File: config.mk
export PLATFORM = sky130hd
export DESIGN_NAME = fblf_regs
export DESIGN_NICKNAME = d
export VERILOG_FILES = /design/src/rtl/fblf_pkg.sv /design/src/rtl/fblf_rx_align.sv /design/src/rtl/fblf_regs.sv
export SDC_FILE = /design/constraint.sdc
export NUM_CORES = 1
export LEC_CHECK = 0
export BUFFER_PORTS_ARGS = -buffer_cell sky130_fd_sc_hd__clkbuf_2
export CAP_MARGIN = 30
export CORE_UTILIZATION = 54
export DETAILED_ROUTE_END_ITERATION = 7
export HOLD_SLACK_MARGIN = 0.02
export PLACE_DENSITY_LB_ADDON = 0.05
export SYNTH_ARGS = -nofsm -noshare
export SYNTH_HDL_FRONTEND = slang
export SYNTH_HIERARCHICAL = 1
export SYNTH_SLANG_ARGS = --single-unit
File: constraint.sdc
create_clock -name clk_sys -period 14.4 [get_ports clk_sys]
set_input_delay 0.72 -clock clk_sys [delete_from_list [all_inputs] [get_ports clk_sys]]
set_output_delay 0.72 -clock clk_sys [all_outputs]
set_load 0.01 [all_outputs]
File: src/rtl/fblf_pkg.sv
// Constants for the queue level and bit framing register bank.
// Assumes a 32-bit Avalon-MM slave with byte addresses, one register per word.
package fblf_pkg;

   // Register indices; byte address is four times the index
   localparam logic [5:0] IDX_FILL_LEVEL  = 6'h0a;
   localparam logic [5:0] IDX_WARN_THRESH = 6'h0b;
   localparam logic [5:0] IDX_MISC_CTRL   = 6'h0c;
   localparam logic [5:0] IDX_BIT_FRAMING = 6'h0d;
   localparam logic [5:0] IDX_PRIM_STATUS = 6'h10;
   localparam logic [5:0] IDX_IRQ_STATUS  = 6'h11;
   localparam logic [5:0] IDX_IRQ_CLEAR   = 6'h12;
   localparam logic [5:0] IDX_IRQ_ENABLE  = 6'h13;

   localparam logic [7:0] ADDR_FILL_LEVEL  = {IDX_FILL_LEVEL, 2'b00};
   localparam logic [7:0] ADDR_WARN_THRESH = {IDX_WARN_THRESH, 2'b00};
   localparam logic [7:0] ADDR_MISC_CTRL   = {IDX_MISC_CTRL, 2'b00};
   localparam logic [7:0] ADDR_BIT_FRAMING = {IDX_BIT_FRAMING, 2'b00};
   localparam logic [7:0] ADDR_PRIM_STATUS = {IDX_PRIM_STATUS, 2'b00};
   localparam logic [7:0] ADDR_IRQ_STATUS  = {IDX_IRQ_STATUS, 2'b00};
   localparam logic [7:0] ADDR_IRQ_CLEAR   = {IDX_IRQ_CLEAR, 2'b00};
   localparam logic [7:0] ADDR_IRQ_ENABLE  = {IDX_IRQ_ENABLE, 2'b00};

   // Field positions
   localparam int BIT_QUEUE_FLUSH   = 7;
   localparam int BIT_TIMER_HALT    = 7;
   localparam int BIT_TIMER_LAUNCH  = 6;
   localparam int BIT_COPY_ID       = 5;
   localparam int BIT_INITIATOR     = 4;
   localparam int BIT_SEND_TRIGGER  = 7;
   localparam int POS_RX_ALIGN      = 4;
   localparam int POS_TX_TAIL       = 0;

   // Interrupt status bits
   localparam int IRQ_OVERFLOW   = 0;
   localparam int IRQ_NEAR_FULL  = 1;
   localparam int IRQ_NEAR_EMPTY = 2;
   localparam int IRQ_COPY_DONE  = 3;
   localparam int IRQ_WIDTH      = 4;

   // Values after reset
   localparam logic [5:0] RST_WARN_THRESH = 6'h08;
   localparam logic [6:0] RST_FILL_COUNT  = 7'h00;
   localparam logic [2:0] RST_FIELD3      = 3'h0;

   // Sizes and counts
   localparam logic [7:0] QUEUE_DEPTH  = 8'h40;
   localparam logic [3:0] ID_LAST_IDX  = 4'h9;
   localparam logic [3:0] TX_FULL_BYTE = 4'h8;

   // Modem state codes shown in the primary status register
   localparam logic [2:0] MODEM_CODE_IDLE = 3'h0;
   localparam logic [2:0] MODEM_CODE_WAIT = 3'h1;
   localparam logic [2:0] MODEM_CODE_SEND = 3'h3;

   typedef enum logic [2:0] {
      MS_IDLE = 3'b001,
      MS_WAIT = 3'b010,
      MS_SEND = 3'b100
   } fblf_modem_t;

endpackage : fblf_pkg

File: src/rtl/fblf_rx_align.sv
// Receive bit packer: places incoming bits into queue bytes at an alignment.
// Assumes bit strobes come from modem logic on clk_sys, one bit per pulse.
`timescale 1ns/1ps
module fblf_rx_align
   import fblf_pkg::*;
(
   input  wire logic       clk_sys,
   input  wire logic       rst,
   input  wire logic [2:0] align,
   input  wire logic       frame_start,
   input  wire logic       bit_valid,
   input  wire logic       bit_in,
   input  wire logic       frame_end,
   output logic            byte_wr_r,
   output logic [7:0]      byte_r,
   output logic [2:0]      tail_r
);

   logic [2:0] pos_r;
   logic [2:0] pos_nxt;
   logic [7:0] acc_r;
   logic [7:0] acc_nxt;
   logic [7:0] bit_word;
   logic [2:0] pos_after;
   logic       full_w;
   logic       take_bit;

   // A start strobe discards any bit in the same cycle
   assign take_bit  = bit_valid && !frame_start;
   assign bit_word  = acc_r | (8'(bit_in) << pos_r);
   assign full_w    = take_bit && (pos_r == 3'h7);
   assign pos_after = take_bit ? pos_r + 3'h1 : pos_r;
   assign pos_nxt   = frame_start ? align : (frame_end ? 3'h0 : pos_after);
   assign acc_nxt   = (frame_start || frame_end || full_w) ? 8'h00 :
                      (take_bit ? bit_word : acc_r);

   always_ff @(posedge clk_sys) begin
      if (rst) begin
         pos_r     <= 3'h0;
         acc_r     <= 8'h00;
         byte_wr_r <= 1'b0;
         byte_r    <= 8'h00;
         tail_r    <= RST_FIELD3;
      end else begin
         pos_r     <= pos_nxt;
         acc_r     <= acc_nxt;
         // Full byte after bit seven, else a partial byte at frame end
         byte_wr_r <= full_w || (frame_end && !frame_start && pos_after != 3'h0);
         byte_r    <= take_bit ? bit_word : acc_r;
         if (frame_end && !frame_start) begin
            tail_r <= full_w ? 3'h0 : pos_after;
         end
      end
   end
endmodule : fblf_rx_align

File: src/rtl/fblf_regs.sv
// Queue level and bit framing register bank behind an Avalon-MM slave.
// Assumes queue storage, timer and modem sit outside on clk_sys.
//
// Overview of operation
// - Flush write clears pointers; clears overflow unless a new one arrives; reads zero
// - Seven-bit fill count tracks pushes and pops
// - Near-full when free space at most threshold
// - Near-empty when fill count at most threshold
// - Timer halt bit stops timer, reads zero
// - Timer launch bit starts timer unless halt bit set, reads zero
// - Copy ten identifier bytes, then self-clear
// - Role bit one is initiator, zero target
// - Report valid bits of last received byte
// - Send trigger starts transmit only in transceive
// - Received bits start at alignment, wrap bytes
// - Transmit only tail bits of final byte
// - Queue holds at most sixty-four bytes
// - Modem code 001 while waiting for trigger
`timescale 1ns/1ps
module fblf_regs
   import fblf_pkg::*;
(
   input  wire logic        clk_sys,
   input  wire logic        rst,
   input  wire logic [7:0]  avs_address,
   input  wire logic        avs_read,
   input  wire logic        avs_write,
   input  wire logic [31:0] avs_writedata,
   input  wire logic [3:0]  avs_byteenable,
   output logic [31:0]      avs_readdata,
   output logic             avs_waitrequest,
   input  wire logic        host_queue_push,
   input  wire logic        host_queue_pop,
   input  wire logic [79:0] stored_target_identifier,
   input  wire logic        rx_frame_start,
   input  wire logic        rx_bit_valid,
   input  wire logic        rx_bit,
   input  wire logic        rx_frame_end,
   input  wire logic        transceive_active,
   input  wire logic        tx_done,
   output logic             queue_flush,
   output logic             id_byte_wr,
   output logic [7:0]       id_byte,
   output logic             rx_byte_wr,
   output logic [7:0]       rx_byte,
   output logic             tx_start,
   output logic [3:0]       tx_final_bits,
   output logic             timer_halt,
   output logic             timer_launch,
   output logic             timer_running,
   output logic             initiator_mode,
   output logic             near_full_alert,
   output logic             near_empty_alert,
   output logic             overflow_error,
   output logic             irq
);

   logic [6:0]           fill_r;
   logic [6:0]           fill_nxt;
   logic [5:0]           thresh_r;
   logic [2:0]           rx_align_r;
   logic [2:0]           tx_tail_r;
   logic [2:0]           rx_tail;
   logic                 id_busy_r;
   logic [3:0]           id_idx_r;
   logic [IRQ_WIDTH-1:0] irq_st_r;
   logic [IRQ_WIDTH-1:0] irq_en_r;
   logic [IRQ_WIDTH-1:0] irq_ev;
   logic [IRQ_WIDTH-1:0] irq_clr;
   logic [7:0]           rd_mux;
   logic [7:0]           fill_sum;
   logic [7:0]           fill_net;
   logic [7:0]           free_space;
   logic [1:0]           pushes;
   logic                 pop_ok;
   logic                 over_ev;
   logic                 acc;
   logic                 wr_acc;
   logic                 rd_take;
   logic                 wr_level;
   logic                 wr_thresh;
   logic                 wr_misc;
   logic                 wr_frame;
   logic                 wr_clear;
   logic                 wr_enable;
   logic                 halt_req;
   logic                 launch_req;
   logic                 copy_start;
   logic                 trigger_req;
   logic                 near_full_nxt;
   logic                 near_empty_nxt;
   logic [2:0]           modem_code;
   fblf_modem_t          modem_r;
   fblf_modem_t          modem_nxt;

   // Bus handshake: first cycle waits, second answers
   assign acc     = (avs_read || avs_write) && !avs_waitrequest;
   assign wr_acc  = acc && avs_write && avs_byteenable[0];
   assign rd_take = avs_read && avs_waitrequest;

   assign wr_level  = wr_acc && (avs_address == ADDR_FILL_LEVEL);
   assign wr_thresh = wr_acc && (avs_address == ADDR_WARN_THRESH);
   assign wr_misc   = wr_acc && (avs_address == ADDR_MISC_CTRL);
   assign wr_frame  = wr_acc && (avs_address == ADDR_BIT_FRAMING);
   assign wr_clear  = wr_acc && (avs_address == ADDR_IRQ_CLEAR);
   assign wr_enable = wr_acc && (avs_address == ADDR_IRQ_ENABLE);

   assign halt_req    = wr_misc && avs_writedata[BIT_TIMER_HALT];
   assign launch_req  = wr_misc && avs_writedata[BIT_TIMER_LAUNCH];
   assign copy_start  = wr_misc && avs_writedata[BIT_COPY_ID] && !id_busy_r;
   assign trigger_req = wr_frame && avs_writedata[BIT_SEND_TRIGGER];

   // Write-only bits always read back as zero
   always_comb begin
      if (avs_address == ADDR_FILL_LEVEL) begin
         rd_mux = {1'b0, fill_r};
      end else if (avs_address == ADDR_WARN_THRESH) begin
         rd_mux = {2'b00, thresh_r};
      end else if (avs_address == ADDR_MISC_CTRL) begin
         rd_mux = {2'b00, id_busy_r, initiator_mode, 1'b0, rx_tail};
      end else if (avs_address == ADDR_BIT_FRAMING) begin
         rd_mux = {1'b0, rx_align_r, 1'b0, tx_tail_r};
      end else if (avs_address == ADDR_PRIM_STATUS) begin
         rd_mux = {1'b0, overflow_error, near_full_alert, near_empty_alert, 1'b0, modem_code};
      end else if (avs_address == ADDR_IRQ_STATUS) begin
         rd_mux = {4'h0, irq_st_r};
      end else if (avs_address == ADDR_IRQ_ENABLE) begin
         rd_mux = {4'h0, irq_en_r};
      end else begin
         rd_mux = 8'h00;
      end
   end

   // Fill count; pops on an empty queue are dropped, pushes past 64 overflow
   assign pushes     = 2'(host_queue_push) + 2'(id_byte_wr);
   assign fill_sum   = {1'b0, fill_r} + 8'(pushes + 2'(rx_byte_wr));
   assign pop_ok     = host_queue_pop && (fill_sum != 8'h00);
   assign fill_net   = fill_sum - 8'(pop_ok);
   assign over_ev    = fill_net > QUEUE_DEPTH;
   assign fill_nxt   = wr_level && avs_writedata[BIT_QUEUE_FLUSH] ? RST_FILL_COUNT :
                       (over_ev ? QUEUE_DEPTH[6:0] : fill_net[6:0]);
   assign free_space = QUEUE_DEPTH - {1'b0, fill_nxt};
   assign near_full_nxt  = free_space <= {2'b00, thresh_r};
   assign near_empty_nxt = {1'b0, fill_nxt} <= {2'b00, thresh_r};

   assign irq_ev[IRQ_OVERFLOW]   = over_ev;
   assign irq_ev[IRQ_NEAR_FULL]  = near_full_nxt && !near_full_alert;
   assign irq_ev[IRQ_NEAR_EMPTY] = near_empty_nxt && !near_empty_alert;
   assign irq_ev[IRQ_COPY_DONE]  = id_busy_r && (id_idx_r == ID_LAST_IDX);
   assign irq_clr = wr_clear ? avs_writedata[IRQ_WIDTH-1:0] : '0;

   always_ff @(posedge clk_sys) begin
      if (rst) begin
         avs_waitrequest <= 1'b1;
         avs_readdata    <= 32'h0000_0000;
      end else begin
         avs_waitrequest <= !((avs_read || avs_write) && avs_waitrequest);
         if (rd_take) begin
            avs_readdata <= {24'h00_0000, rd_mux};
         end
      end
   end

   always_ff @(posedge clk_sys) begin
      if (rst) begin
         fill_r           <= RST_FILL_COUNT;
         near_full_alert  <= 1'b0;
         near_empty_alert <= 1'b1;
         overflow_error   <= 1'b0;
         queue_flush      <= 1'b0;
         irq_st_r         <= '0;
         irq_en_r         <= '0;
         irq              <= 1'b0;
      end else begin
         fill_r           <= fill_nxt;
         near_full_alert  <= near_full_nxt;
         near_empty_alert <= near_empty_nxt;
         queue_flush      <= wr_level && avs_writedata[BIT_QUEUE_FLUSH];
         // New overflow wins over a flush in the same cycle
         overflow_error   <= over_ev ||
                             (overflow_error && !queue_flush_req(wr_level, avs_writedata));
         irq_st_r         <= (irq_st_r & ~irq_clr) | irq_ev;
         if (wr_enable) begin
            irq_en_r <= avs_writedata[IRQ_WIDTH-1:0];
         end
         irq              <= |(((irq_st_r & ~irq_clr) | irq_ev) & irq_en_r);
      end
   end

   // Inputs as arguments so that assertions see sampled, not updated, values
   function automatic logic queue_flush_req(input logic wr, input logic [31:0] data);
      return wr && data[BIT_QUEUE_FLUSH];
   endfunction : queue_flush_req

   // Control fields and timer
   always_ff @(posedge clk_sys) begin
      if (rst) begin
         thresh_r       <= RST_WARN_THRESH;
         rx_align_r     <= RST_FIELD3;
         tx_tail_r      <= RST_FIELD3;
         tx_final_bits  <= TX_FULL_BYTE;
         initiator_mode <= 1'b0;
         timer_running  <= 1'b0;
         timer_halt     <= 1'b0;
         timer_launch   <= 1'b0;
      end else begin
         if (wr_thresh) begin
            thresh_r <= avs_writedata[5:0];
         end
         if (wr_frame) begin
            rx_align_r    <= avs_writedata[POS_RX_ALIGN +: 3];
            tx_tail_r     <= avs_writedata[POS_TX_TAIL +: 3];
            tx_final_bits <= (avs_writedata[POS_TX_TAIL +: 3] == 3'h0) ? TX_FULL_BYTE :
                             {1'b0, avs_writedata[POS_TX_TAIL +: 3]};
         end
         if (wr_misc) begin
            initiator_mode <= avs_writedata[BIT_INITIATOR];
         end
         timer_halt   <= halt_req;
         timer_launch <= launch_req && !halt_req;
         if (halt_req) begin
            timer_running <= 1'b0;
         end else if (launch_req) begin
            timer_running <= 1'b1;
         end
      end
   end

   // Identifier copy, one byte per cycle, low byte first
   always_ff @(posedge clk_sys) begin
      if (rst) begin
         id_busy_r  <= 1'b0;
         id_idx_r   <= 4'h0;
         id_byte_wr <= 1'b0;
         id_byte    <= 8'h00;
      end else begin
         id_byte_wr <= id_busy_r;
         if (id_busy_r) begin
            id_byte  <= stored_target_identifier[{id_idx_r, 3'b000} +: 8];
            id_idx_r <= id_idx_r + 4'h1;
            if (id_idx_r == ID_LAST_IDX) begin
               id_busy_r <= 1'b0;
            end
         end else if (copy_start) begin
            id_busy_r <= 1'b1;
            id_idx_r  <= 4'h0;
         end
      end
   end

   // Transceive flow; a trigger outside the wait state is ignored
   always_comb begin
      modem_nxt = modem_r;
      case (modem_r)
         MS_IDLE: begin
            if (transceive_active) modem_nxt = MS_WAIT;
         end
         MS_WAIT: begin
            if (!transceive_active) modem_nxt = MS_IDLE;
            else if (trigger_req) modem_nxt = MS_SEND;
         end
         MS_SEND: begin
            if (!transceive_active) modem_nxt = MS_IDLE;
            else if (tx_done) modem_nxt = MS_WAIT;
         end
         default: modem_nxt = MS_IDLE;
      endcase
   end

   assign modem_code = (modem_r == MS_WAIT) ? MODEM_CODE_WAIT :
                       (modem_r == MS_SEND) ? MODEM_CODE_SEND : MODEM_CODE_IDLE;

   always_ff @(posedge clk_sys) begin
      if (rst) begin
         modem_r  <= MS_IDLE;
         tx_start <= 1'b0;
      end else begin
         modem_r  <= modem_nxt;
         tx_start <= (modem_r == MS_WAIT) && transceive_active && trigger_req;
      end
   end

   fblf_rx_align u_rx_align (
      .clk_sys     (clk_sys),
      .rst         (rst),
      .align       (rx_align_r),
      .frame_start (rx_frame_start),
      .bit_valid   (rx_bit_valid),
      .bit_in      (rx_bit),
      .frame_end   (rx_frame_end),
      .byte_wr_r   (rx_byte_wr),
      .byte_r      (rx_byte),
      .tail_r      (rx_tail)
   );
endmodule : fblf_regs

Yosys cells after proc, flatten, opt, wreduce, memory -nomap -nowiden
Cells that the tools add are included.

Register bits after elaboration: 90. Output and inout port bits: 65.

$add $sub $neg: 7. Reduce and logical (&&, ||, !) cells: 50. Bitwise gates (word level): 5. Equal/unequal tests: 16. Multiplexer cells: 29. Shifts and indexed selects: 2. Magnitude comparators: 3.

Operators with widths (number): $shiftx A80 B8 Y8 (1); $mux W7 (7); $eq A8 B6 Y1 const B (4); $eq A8 B7 Y1 const B (4); $logic_and A1 B1 Y1 (29); $mux W3 (9); $mux W4 (6); $pmux W3 S3 (1); $add A7 B3 Y8 (1); $and A4 B4 Y4 (2); $gt A8 B7 Y1 const B (1); $le A8 B6 Y1 (1); $logic_not A1 Y1 (8); $mux W8 (1); $or A8 B8 Y8 (1); $reduce_bool A8 Y1 (1); $shl A1 B3 Y8 (1); $sub A7 B7 Y8 const A (1); $sub A8 B1 Y8 (1); $le A7 B6 Y1 (1); $eq A3 B3 Y1 const B (2); $ne A3 B3 Y1 const B (2); $logic_or A1 B1 Y1 (5); $add A4 B1 Y4 const B (1); 17 further kinds (21).

Longest topological paths before layout
Gate-level depths: netlist of run 1.

Word-level depth: 15. Gate-level depth with buffers: 27.

Cells and area by module
The synthesis of run 1 kept the hierarchy.

Modules (own cells, without submodules): fblf_regs (sequential area each 1321.3 µm², cells an instance 551, area each 4659.5 µm², instances 1); fblf_rx_align (sequential area each 460.4 µm², cells an instance 89, area each 848.3 µm², instances 1).

Least setup slack after synthesis of run 1
OpenSTA, ideal clock, no wires.

Kind: input -> register. From: input port host_queue_push. To: register irq. Path slack: 8175 ps. Arrival time: 6130 ps. Setup time: 96 ps. Stages on the path: 24. Required time: 14304 ps. Cells stage by stage: fa_1 > ha_1 > inv_1 > fa_1 > buf_4 > nor2b_1 > nand2b_1 > xnor2_1 > o41a_1 > ha_1 > nand2_1 > o32a_2 > nor3_1 > or4_4 > a21o_4 > nor2_4 > nand2_4 > ha_1 > nor3b_1 > xnor2_1 > ha_1 > a2111oi_0 > a32oi_1 > o41ai_2.

Longest elaborated chain between the ends: 15. Elaborated cells on any way between the ends: 17. Classes of those cells: add/sub (5); order compare (3); mux (2); bitwise (2); reduce/logical (5).

Ends and longest elaborated chain: from (decl) (RTL line fblf_regs.sv:32) `input wire logic host_queue_push,`; $add A1 B1 Y2 (*) (RTL line fblf_regs.sv:135) `assign pushes = 2'(host_queue_push) + 2'(id_byte_wr);`; $add A2 B1 Y3 (*) (RTL line fblf_regs.sv:136) `assign fill_sum = {1'b0, fill_r} + 8'(pushes + 2'(rx_byte_wr));`; $add A7 B3 Y8 (*) (RTL line fblf_regs.sv:136); $reduce_bool A8 Y1 (RTL line fblf_regs.sv:137) `assign pop_ok = host_queue_pop && (fill_sum != 8'h00);`; $logic_and A1 B1 Y1 (RTL line fblf_regs.sv:137); $sub A8 B1 Y8 (*) (RTL line fblf_regs.sv:138) `assign fill_net = fill_sum - 8'(pop_ok);`; $gt A8 B7 Y1 (RTL line fblf_regs.sv:139) `assign over_ev = fill_net > QUEUE_DEPTH;`; $mux W7 (RTL line fblf_regs.sv:141) `(over_ev ? QUEUE_DEPTH[6:0] : fill_net[6:0]);`; $mux W7 (RTL line fblf_regs.sv:140) `assign fill_nxt = wr_level && avs_writedata[BIT_QUEUE_FLUSH] ? RST_FILL_COUNT :`; $sub A7 B7 Y8 (RTL line fblf_regs.sv:142) `assign free_space = QUEUE_DEPTH - {1'b0, fill_nxt};`; $le A8 B6 Y1 (RTL line fblf_regs.sv:143) `assign near_full_nxt = free_space <= {2'b00, thresh_r};`; $logic_and A1 B1 Y1 (RTL line fblf_regs.sv:147) `assign irq_ev[IRQ_NEAR_FULL] = near_full_nxt && !near_full_alert;`; $or A4 B4 Y4 (*) (RTL line fblf_regs.sv:186) `irq <= |(((irq_st_r & ~irq_clr) | irq_ev) & irq_en_r);`; $and A4 B4 Y4 (*) (RTL line fblf_regs.sv:186); $reduce_or A4 Y1 (*) (RTL line fblf_regs.sv:186); to (signal assigned) (RTL line fblf_regs.sv:186); to (decl) (RTL line fblf_regs.sv:55) `output logic irq`.

Every way passes the cells marked *; elsewhere a longest branch is shown, timed or not. A chain may end at the register's enable or synchronous reset.

Worst setup path after layout of run 1
Same ends and word-level chain as after synthesis.

==> impl_metrics.env, run 1 <==
export IMPL_io_buffers=148
export IMPL_p_total_w=0.000954
export IMPL_drtIter0Drc=185
export IMPL_async_flop_share_pct=0
export IMPL_critPathKind="primary input to flip-flop"
export IMPL_p_int_w=0.000557
export IMPL_area_delta_synth_final_pct=15.7
export IMPL_cts_buffers=9
export IMPL_grt_max_degree=41
export IMPL_synth_top_area_share_pct=32.3
export IMPL_setup_viol=0
export IMPL_crit_slowest_cell="fa_1"
export IMPL_reg2reg_depth=23
export IMPL_cts_hold_buf=0
export IMPL_place_gp_congestion=0.871
export IMPL_cts_buffer_depth=2
export IMPL_nets=925
export IMPL_tightest_slew_ps=874
export IMPL_netSwitchingFraction_pct=41.7
export IMPL_post_cts_setup_buffer_count=0
export IMPL_fmax_mhz=146
export IMPL_cts_root_buffer="clkbuf_8"
export IMPL_setup_ws_ps=7550
export IMPL_clkLatencyLatePin_ps=370
export IMPL_r2r_setup_slack_ps=7700
export IMPL_finalHoldViolCount=0
export IMPL_hold_path_class="flip-flop to flip-flop"
export IMPL_pwr_share_clk_pct=18.0
export IMPL_ys_warn_count=6
export IMPL_cp_required_ps=14670
export IMPL_initial_core_util_pct=56.1
export IMPL_crit_family="adder cells"
export IMPL_drc=0
export IMPL_netlist_top_cells_area="dfxtp_1 32%, mux4_2 6.5%, nand2_1 4.6%"
export IMPL_p_sw_w=0.000397
export IMPL_crit_arrival_ps=7120
export IMPL_die_width_um=103
export IMPL_ys_types=78
export IMPL_place_hpwl_mm=11.9
export IMPL_grt_pass1_wl_mm=23.6
export IMPL_synth_top_cell_by_area="dfxtp_1"
export IMPL_path_depth=24
export IMPL_synth_edf_count=0
export IMPL_critPathLaunch="host_queue_push"
export IMPL_yosysSeqAreaShare_pct=32.3
export IMPL_cts_tree="yes"
export IMPL_synth_seq_cells=89
export IMPL_worstPathCellList="clkbuf_2, fa_1, ha_1, inv_1, fa_1, nor2b_1, nand2b_1, xnor2_1, o41a_1, ha_1, nand2_1, o32a_2, a21oi_1, xnor2_1, nand3_1, nor3_1, inv_1, ha_1, nor3b_1, xnor2_1, ha_1, a2111oi_0, a32oi_1, o41ai_2"
export IMPL_cts_resized=0
export IMPL_antenna_found_initial=0
export IMPL_clk_pin_slew_ps=90
export IMPL_h_tree_depth=3
export IMPL_fp_coreArea_um2=9820
export IMPL_max_slew_margin_pct=41.6
export IMPL_io_pins=201
export IMPL_vias=5168
export IMPL_final_cell_count_no_fill=904
export IMPL_path_max_fanout=7
export IMPL_r2r_start="id_byte_wr$_SDFF_PP0_"
export IMPL_detail_route_antenna_nets=0
export IMPL_slew_violations=0
export IMPL_status="finished, final reports clean"
export IMPL_finish_utilization_pct=64.9
export IMPL_syn_avg_cell_area_um2=8.61
export IMPL_netlist_area_um2=5510
export IMPL_drt_total_wl_mm=15.1
export IMPL_setup_tns_ps=0
export IMPL_slowest_delay_ps=530
export IMPL_cap_viol_max_count=0
export IMPL_diodes=0
export IMPL_cp_common_cell="ha_1"
export IMPL_p_leak_nw=2.70
export IMPL_drt_pass1_iterations=5
export IMPL_rows=36
export IMPL_period_needed_ps=6850
export IMPL_vias_per_cell=5.72
export IMPL_skew_ps=9.35
export IMPL_powerDensity_nw_per_um2=150
export IMPL_critPathCapture="irq$_SDFF_PP0_"
export IMPL_grt_pass1_vias=4891
export IMPL_yosysMostFrequentCell="dfxtp_1"
export IMPL_share_comb_of_total_power_pct=51.8
export IMPL_drive_above_1_share_pct=27.8
export IMPL_grt_overflow_total=0
export IMPL_start_kind="primary input"
export IMPL_seq_power_share_pct=30.2
export IMPL_synth_ff_type="dfxtp_1"
export IMPL_wl_per_cell_um=16.7
export IMPL_rsz0062_at_grt="false"
export IMPL_period_share_pct=47.6
export IMPL_worst_ir_drop_vdd_mv=0.0930
export IMPL_clkSinkCount=89
export IMPL_placed_cells=889
export IMPL_grt_usage_pct=29.4
export IMPL_end_kind="flip-flop"
export IMPL_place_ws_ps=7180
export IMPL_r2r_end="irq$_SDFF_PP0_"
export IMPL_dieArea_um2=10600
export IMPL_yosys_top_cells_count="89 x dfxtp_1, 67 x nand2_1, 65 x nor2_1"
export IMPL_syn_inst=640
export IMPL_crit_buf_inv=3
export IMPL_die_y_um=103
cell type report:
class,instances,area [um^2]
clock buffer,9,124
clock inverter,6,68.8
fill,916,3450
inverter,26,97.6
multi-input combinational,490,3370
sequential,89,1780
tap,133,166
timing repair buffer,151,763
sequential cells by signal, indices dropped and copies added (netlist names), 3 cells and up:
| signal | cells |
|---|---|
| thresh_r | 6 |
| tx_final_bits | 4 |
| u_rx_align/acc_r | 8 |
| fill_r | 7 |
| u_rx_align/tail_r | 3 |
| modem_r | 3 |
| u_rx_align/byte_r | 8 |
| id_idx_r | 4 |
| irq_st_r | 4 |
| irq_en_r | 4 |
| u_rx_align/pos_r | 3 |
| tx_tail_r | 3 |
| avs_readdata | 7 |
| rx_align_r | 3 |
| id_byte | 8 |
cells by family after synthesis:
logic type      share of synthesized area [%]
xor+xnor                                 2.64
fa+ha+maj                                5.27
other cells                            0.0681
compound gates                           18.6
simple gates                             21.8
mux                                      11.2
buf+inv                                  8.09
flops                                    32.3
power by group through the flow:
stage	clock network, W	logic (W)	registers, W
5_1_grt	0.000187	0.000549	0.000291
2_1_floorplan	0	0.000393	0.000279
3_5_place_dp	0	0.000486	0.000294
3_3_place_gp	0	0.000466	0.000294
4_1_cts	0.000174	0.000491	0.000288
6_report	0.000172	0.000494	0.000288
worst reg2reg max path, stage by stage (launching register included):
cell,delay [ps]
dfxtp_1,330
fa_1,510
ha_1,190
inv_1,60
fa_1,500
nor2b_1,200
nand2b_1,100
xnor2_1,400
o41a_1,240
ha_1,270
nand2_1,200
o32a_2,470
a21oi_1,200
xnor2_1,170
nand3_1,130
nor3_1,440
inv_1,160
ha_1,290
nor3b_1,170
xnor2_1,160
ha_1,330
a2111oi_0,500
a32oi_1,250
o41ai_2,330
worst min path at each step:
stage,start,to,slack [ps],cells past startpoint
2_1_floorplan,u_rx_align/acc_r[3]$_SDFF_PP0_,u_rx_align/acc_r[3]$_SDFF_PP0_,420,2
3_3_place_gp,u_rx_align/acc_r[7]$_SDFF_PP0_,u_rx_align/acc_r[7]$_SDFF_PP0_,430,2
3_5_place_dp,u_rx_align/acc_r[3]$_SDFF_PP0_,u_rx_align/byte_r[3]$_SDFF_PP0_,440,2
4_1_cts,tx_final_bits[1]$_SDFFE_PP0P_,tx_final_bits[1]$_SDFFE_PP0P_,460,2
5_1_grt,tx_final_bits[2]$_SDFFE_PP0P_,tx_final_bits[2]$_SDFFE_PP0P_,500,2
6_report,tx_final_bits[1]$_SDFFE_PP0P_,tx_final_bits[1]$_SDFFE_PP0P_,450,2
stage by stage:
| stage | cell area (um^2) | hold WS, ps |
|---|---|---|
| after floorplan | 5600 | 424 |
| after global placement | 6180 | 435 |
| after detailed placement | 6180 | 442 |
| after CTS | 6370 | 457 |
| after global routing | 6370 | 497 |
| final | 6370 | 454 |
routing by layer:
metal  GRT usage, %  up-vias  wire length [um]
met3           6.10       15               806
met2           53.6      172              7870
met5              0        -                 0
met4           10.5        0               220
li1               -     2525                 -
met1           33.9     2456              6160
cells in the final DEF, fill, tap and decap left out, types with 3 or more instances in the layout:
cell type / n
o211ai_1: 12
clkbuf_8: 9
a211oi_1: 6
a21o_1: 3
xnor2_1: 11
ha_1: 20
buf_4: 3
clkbuf_2: 148
a22oi_1: 12
or3_1: 4
o21ai_0: 28
a21oi_1: 46
a32oi_1: 3
and2_1: 4
xor2_1: 3
a31oi_1: 5
a221oi_1: 5
nor4_1: 6
o22ai_1: 3
nor3_1: 18
nor2b_1: 12
nand3b_1: 4
nand2_1: 67
o32ai_1: 4
nand2b_1: 9
nor3b_1: 3
inv_1: 24
and3_1: 5
mux4_2: 16
dfxtp_1: 89
mux2i_1: 13
nor2_1: 65
conb_1: 25
or4_1: 3
mux2_2: 10
nand3_1: 17
No activity file was read; power rests on OpenSTA's default activity.
==> inputs of run 2 (changes only) <==
CORE_UTILIZATION = 50   (was 54)
clock period = 6.81 ns   (was 14.4 ns; I/O delays follow)
==> impl_metrics.env, run 2 (synthesis gave the netlist of run 1 again) <==
export IMPL_drive_above_1_share_pct=28.5
export IMPL_place_hpwl_mm=11.7
export IMPL_end_kind="flip-flop"
export IMPL_hold_path_class="primary input to flip-flop"
export IMPL_crit_buf_inv=1
export IMPL_cts_hold_buf=0
export IMPL_reg_largest_list="id_byte x8, u_rx_align/acc_r x8, u_rx_align/byte_r x8"
export IMPL_die_y_um=107
export IMPL_worstPathCellList="fa_1, ha_1, inv_1, fa_1, nor2b_1, nand2b_1, xnor2_2, o41a_1, ha_1, nand2_1, o32a_2, nor3_1, or4_4, a21o_4, nor2_4, nand2_4, ha_1, nor3b_1, xnor2_1, ha_1, a2111oi_2, a32oi_2, o41ai_2"
export IMPL_antenna_found_initial=0
export IMPL_cts_buffers=9
export IMPL_rows=37
export IMPL_skew_ps=12.4
export IMPL_r2r_end="irq$_SDFF_PP0_"
export IMPL_hold_depth=2
export IMPL_cts_root_buffer="clkbuf_8"
export IMPL_critPathKind="flip-flop to flip-flop"
export IMPL_cts_buffer_depth=2
export IMPL_die_width_um=107
export IMPL_start_kind="flip-flop"
export IMPL_wl_per_cell_um=16.5
export IMPL_grt_pass1_wl_mm=24.1
export IMPL_place_gp_congestion=0.867
export IMPL_final_area_um2=6410
export IMPL_path_max_fanout=7
export IMPL_powerDensity_nw_per_um2=318
export IMPL_period_needed_ps=6320
export IMPL_cp_required_ps=7090
export IMPL_grt_usage_pct=26.8
export IMPL_dieArea_um2=11400
export IMPL_slowest_delay_ps=580
export IMPL_finalHoldViolCount=0
export IMPL_fp_coreArea_um2=10500
export IMPL_reg2reg_depth=23
export IMPL_p_leak_nw=2.72
export IMPL_fmax_mhz=158
export IMPL_p_total_w=0.00204
export IMPL_r2r_start="id_byte_wr$_SDFF_PP0_"
export IMPL_area_delta_synth_final_pct=16.4
export IMPL_grt_overflow_total=0
export IMPL_setup_tns_ps=0
export IMPL_drtIter0Drc=245
export IMPL_period_share_pct=92.9
export IMPL_crit_slowest_cell="or4_4"
export IMPL_drc=0
export IMPL_max_slew_margin_pct=46.6
export IMPL_fillCellCount=942
export IMPL_cap_viol_max_count=0
export IMPL_clkSinkCount=89
export IMPL_slew_violations=0
export IMPL_dpl_cell_area_um2=6190
export IMPL_io_buffers=148
export IMPL_crit_family="adder cells"
export IMPL_nets=926
export IMPL_clkLatencyLatePin_ps=370
export IMPL_cp_common_cell="ha_1"
export IMPL_r2r_setup_slack_ps=490
export IMPL_drt_pass1_iterations=5
export IMPL_diodes=0
export IMPL_io_pins=201
export IMPL_detail_route_antenna_nets=0
export IMPL_final_common_cell="clkbuf_2"
export IMPL_clk_pin_slew_ps=100
export IMPL_vias_per_cell=5.70
export IMPL_layout_common_cells="148 x clkbuf_2, 89 x dfxtp_1, 67 x nand2_1"
export IMPL_min_delay_start="transceive_active"
export IMPL_drt_total_wl_mm=15.0
export IMPL_rsz0062_at_grt="false"
export IMPL_status="finished, final reports clean"
export IMPL_crit_arrival_ps=6600
export IMPL_post_cts_setup_buffer_count=0
export IMPL_cts_tree="yes"
export IMPL_tightest_slew_ps=800
export IMPL_worst_ir_drop_vdd_mv=0.200
export IMPL_initial_core_util_pct=52.4
export IMPL_vias=5181
export IMPL_grt_pass1_vias=4953
export IMPL_min_to="modem_r[0]$_SDFFE_PP1P_"
export IMPL_setup_viol=0
export IMPL_h_tree_depth=3
export IMPL_grt_max_degree=71
==> run 2: cell count changes in the layout (fill, tap and decap cells not counted), sizes merged <==
cell / before / now
buf: 3 / 4
bufinv: 1 / 0
clkinv: 4 / 2
inv: 26 / 30
==> run 2: per-layer routing <==
| layer | wire [um] | global-route usage (%) | vias to the layer above |
|---|---|---|---|
| met3 | 834 | 3.95 | 23 |
| met1 | 6510 | 33.3 | 2429 |
| met4 | 246 | 7.83 | 0 |
| met5 | 0 | 0 | - |
| met2 | 7420 | 47.7 | 208 |
| li1 | - | - | 2521 |
==> run 2: worst max-delay path by stage <==
stage / startpoint / cells after the start / slack [ps] / to
after floorplan: host_queue_push / 24 / 960 / irq$_SDFF_PP0_
after global routing: id_byte_wr$_SDFF_PP0_ / 23 / 80 / irq$_SDFF_PP0_
after CTS: id_byte_wr$_SDFF_PP0_ / 23 / 300 / irq$_SDFF_PP0_
after detailed placement: host_queue_push / 24 / 200 / irq$_SDFF_PP0_
final: id_byte_wr$_SDFF_PP0_ / 23 / 490 / irq$_SDFF_PP0_
after global placement: host_queue_push / 24 / 360 / irq$_SDFF_PP0_
==> run 2: what timing repair did <==
item,4_1_cts,5_1_grt
hold endpoints to repair,0,0
resized for setup,0,5
endpoints found under the setup margin,0,3
==> run 2: report_power, final <==
part	switching, W	internal, W
Sequential	0.0000548	0.000556
Combinational	0.000600	0.000469
Clock	0.000216	0.000144
Total	0.000871	0.00117
==> run 2: area by class of cell <==
type / count / area [um^2] / area share [%]
Timing Repair Buffer: 152 / 771 / 12.0
Clock inverter: 7 / 67.6 / 1.05
Tap cell: 136 / 170 / 2.66
Clock buffer: 9 / 124 / 1.93
Inverter: 26 / 97.6 / 1.52
Sequential cell: 89 / 1780 / 27.8
Multi-Input combinational cell: 490 / 3400 / 53.0
==> run 2: worst register-to-register path, stage by stage, from the launching register on <==
cell	delay (ps)
dfxtp_1	330
fa_1	510
ha_1	170
inv_1	60
fa_1	500
nor2b_1	210
nand2b_1	130
xnor2_2	200
o41a_1	430
ha_1	260
nand2_1	230
o32a_2	250
nor3_1	60
or4_4	580
a21o_4	250
nor2_4	140
nand2_4	70
ha_1	250
nor3b_1	170
xnor2_1	150
ha_1	330
a2111oi_2	420
a32oi_2	230
o41ai_2	290
==> run 2: stage by stage <==
step	setup slack [ps]	std cells	hold WS (ps)	utilization [%]
6_report	486	909	187	61.0
5_1_grt	78.2	909	188	61.0
4_1_cts	303	909	172	60.7
3_5_place_dp	201	893	440	58.9
3_3_place_gp	365	893	436	58.9
2_1_floorplan	964	664	424	-
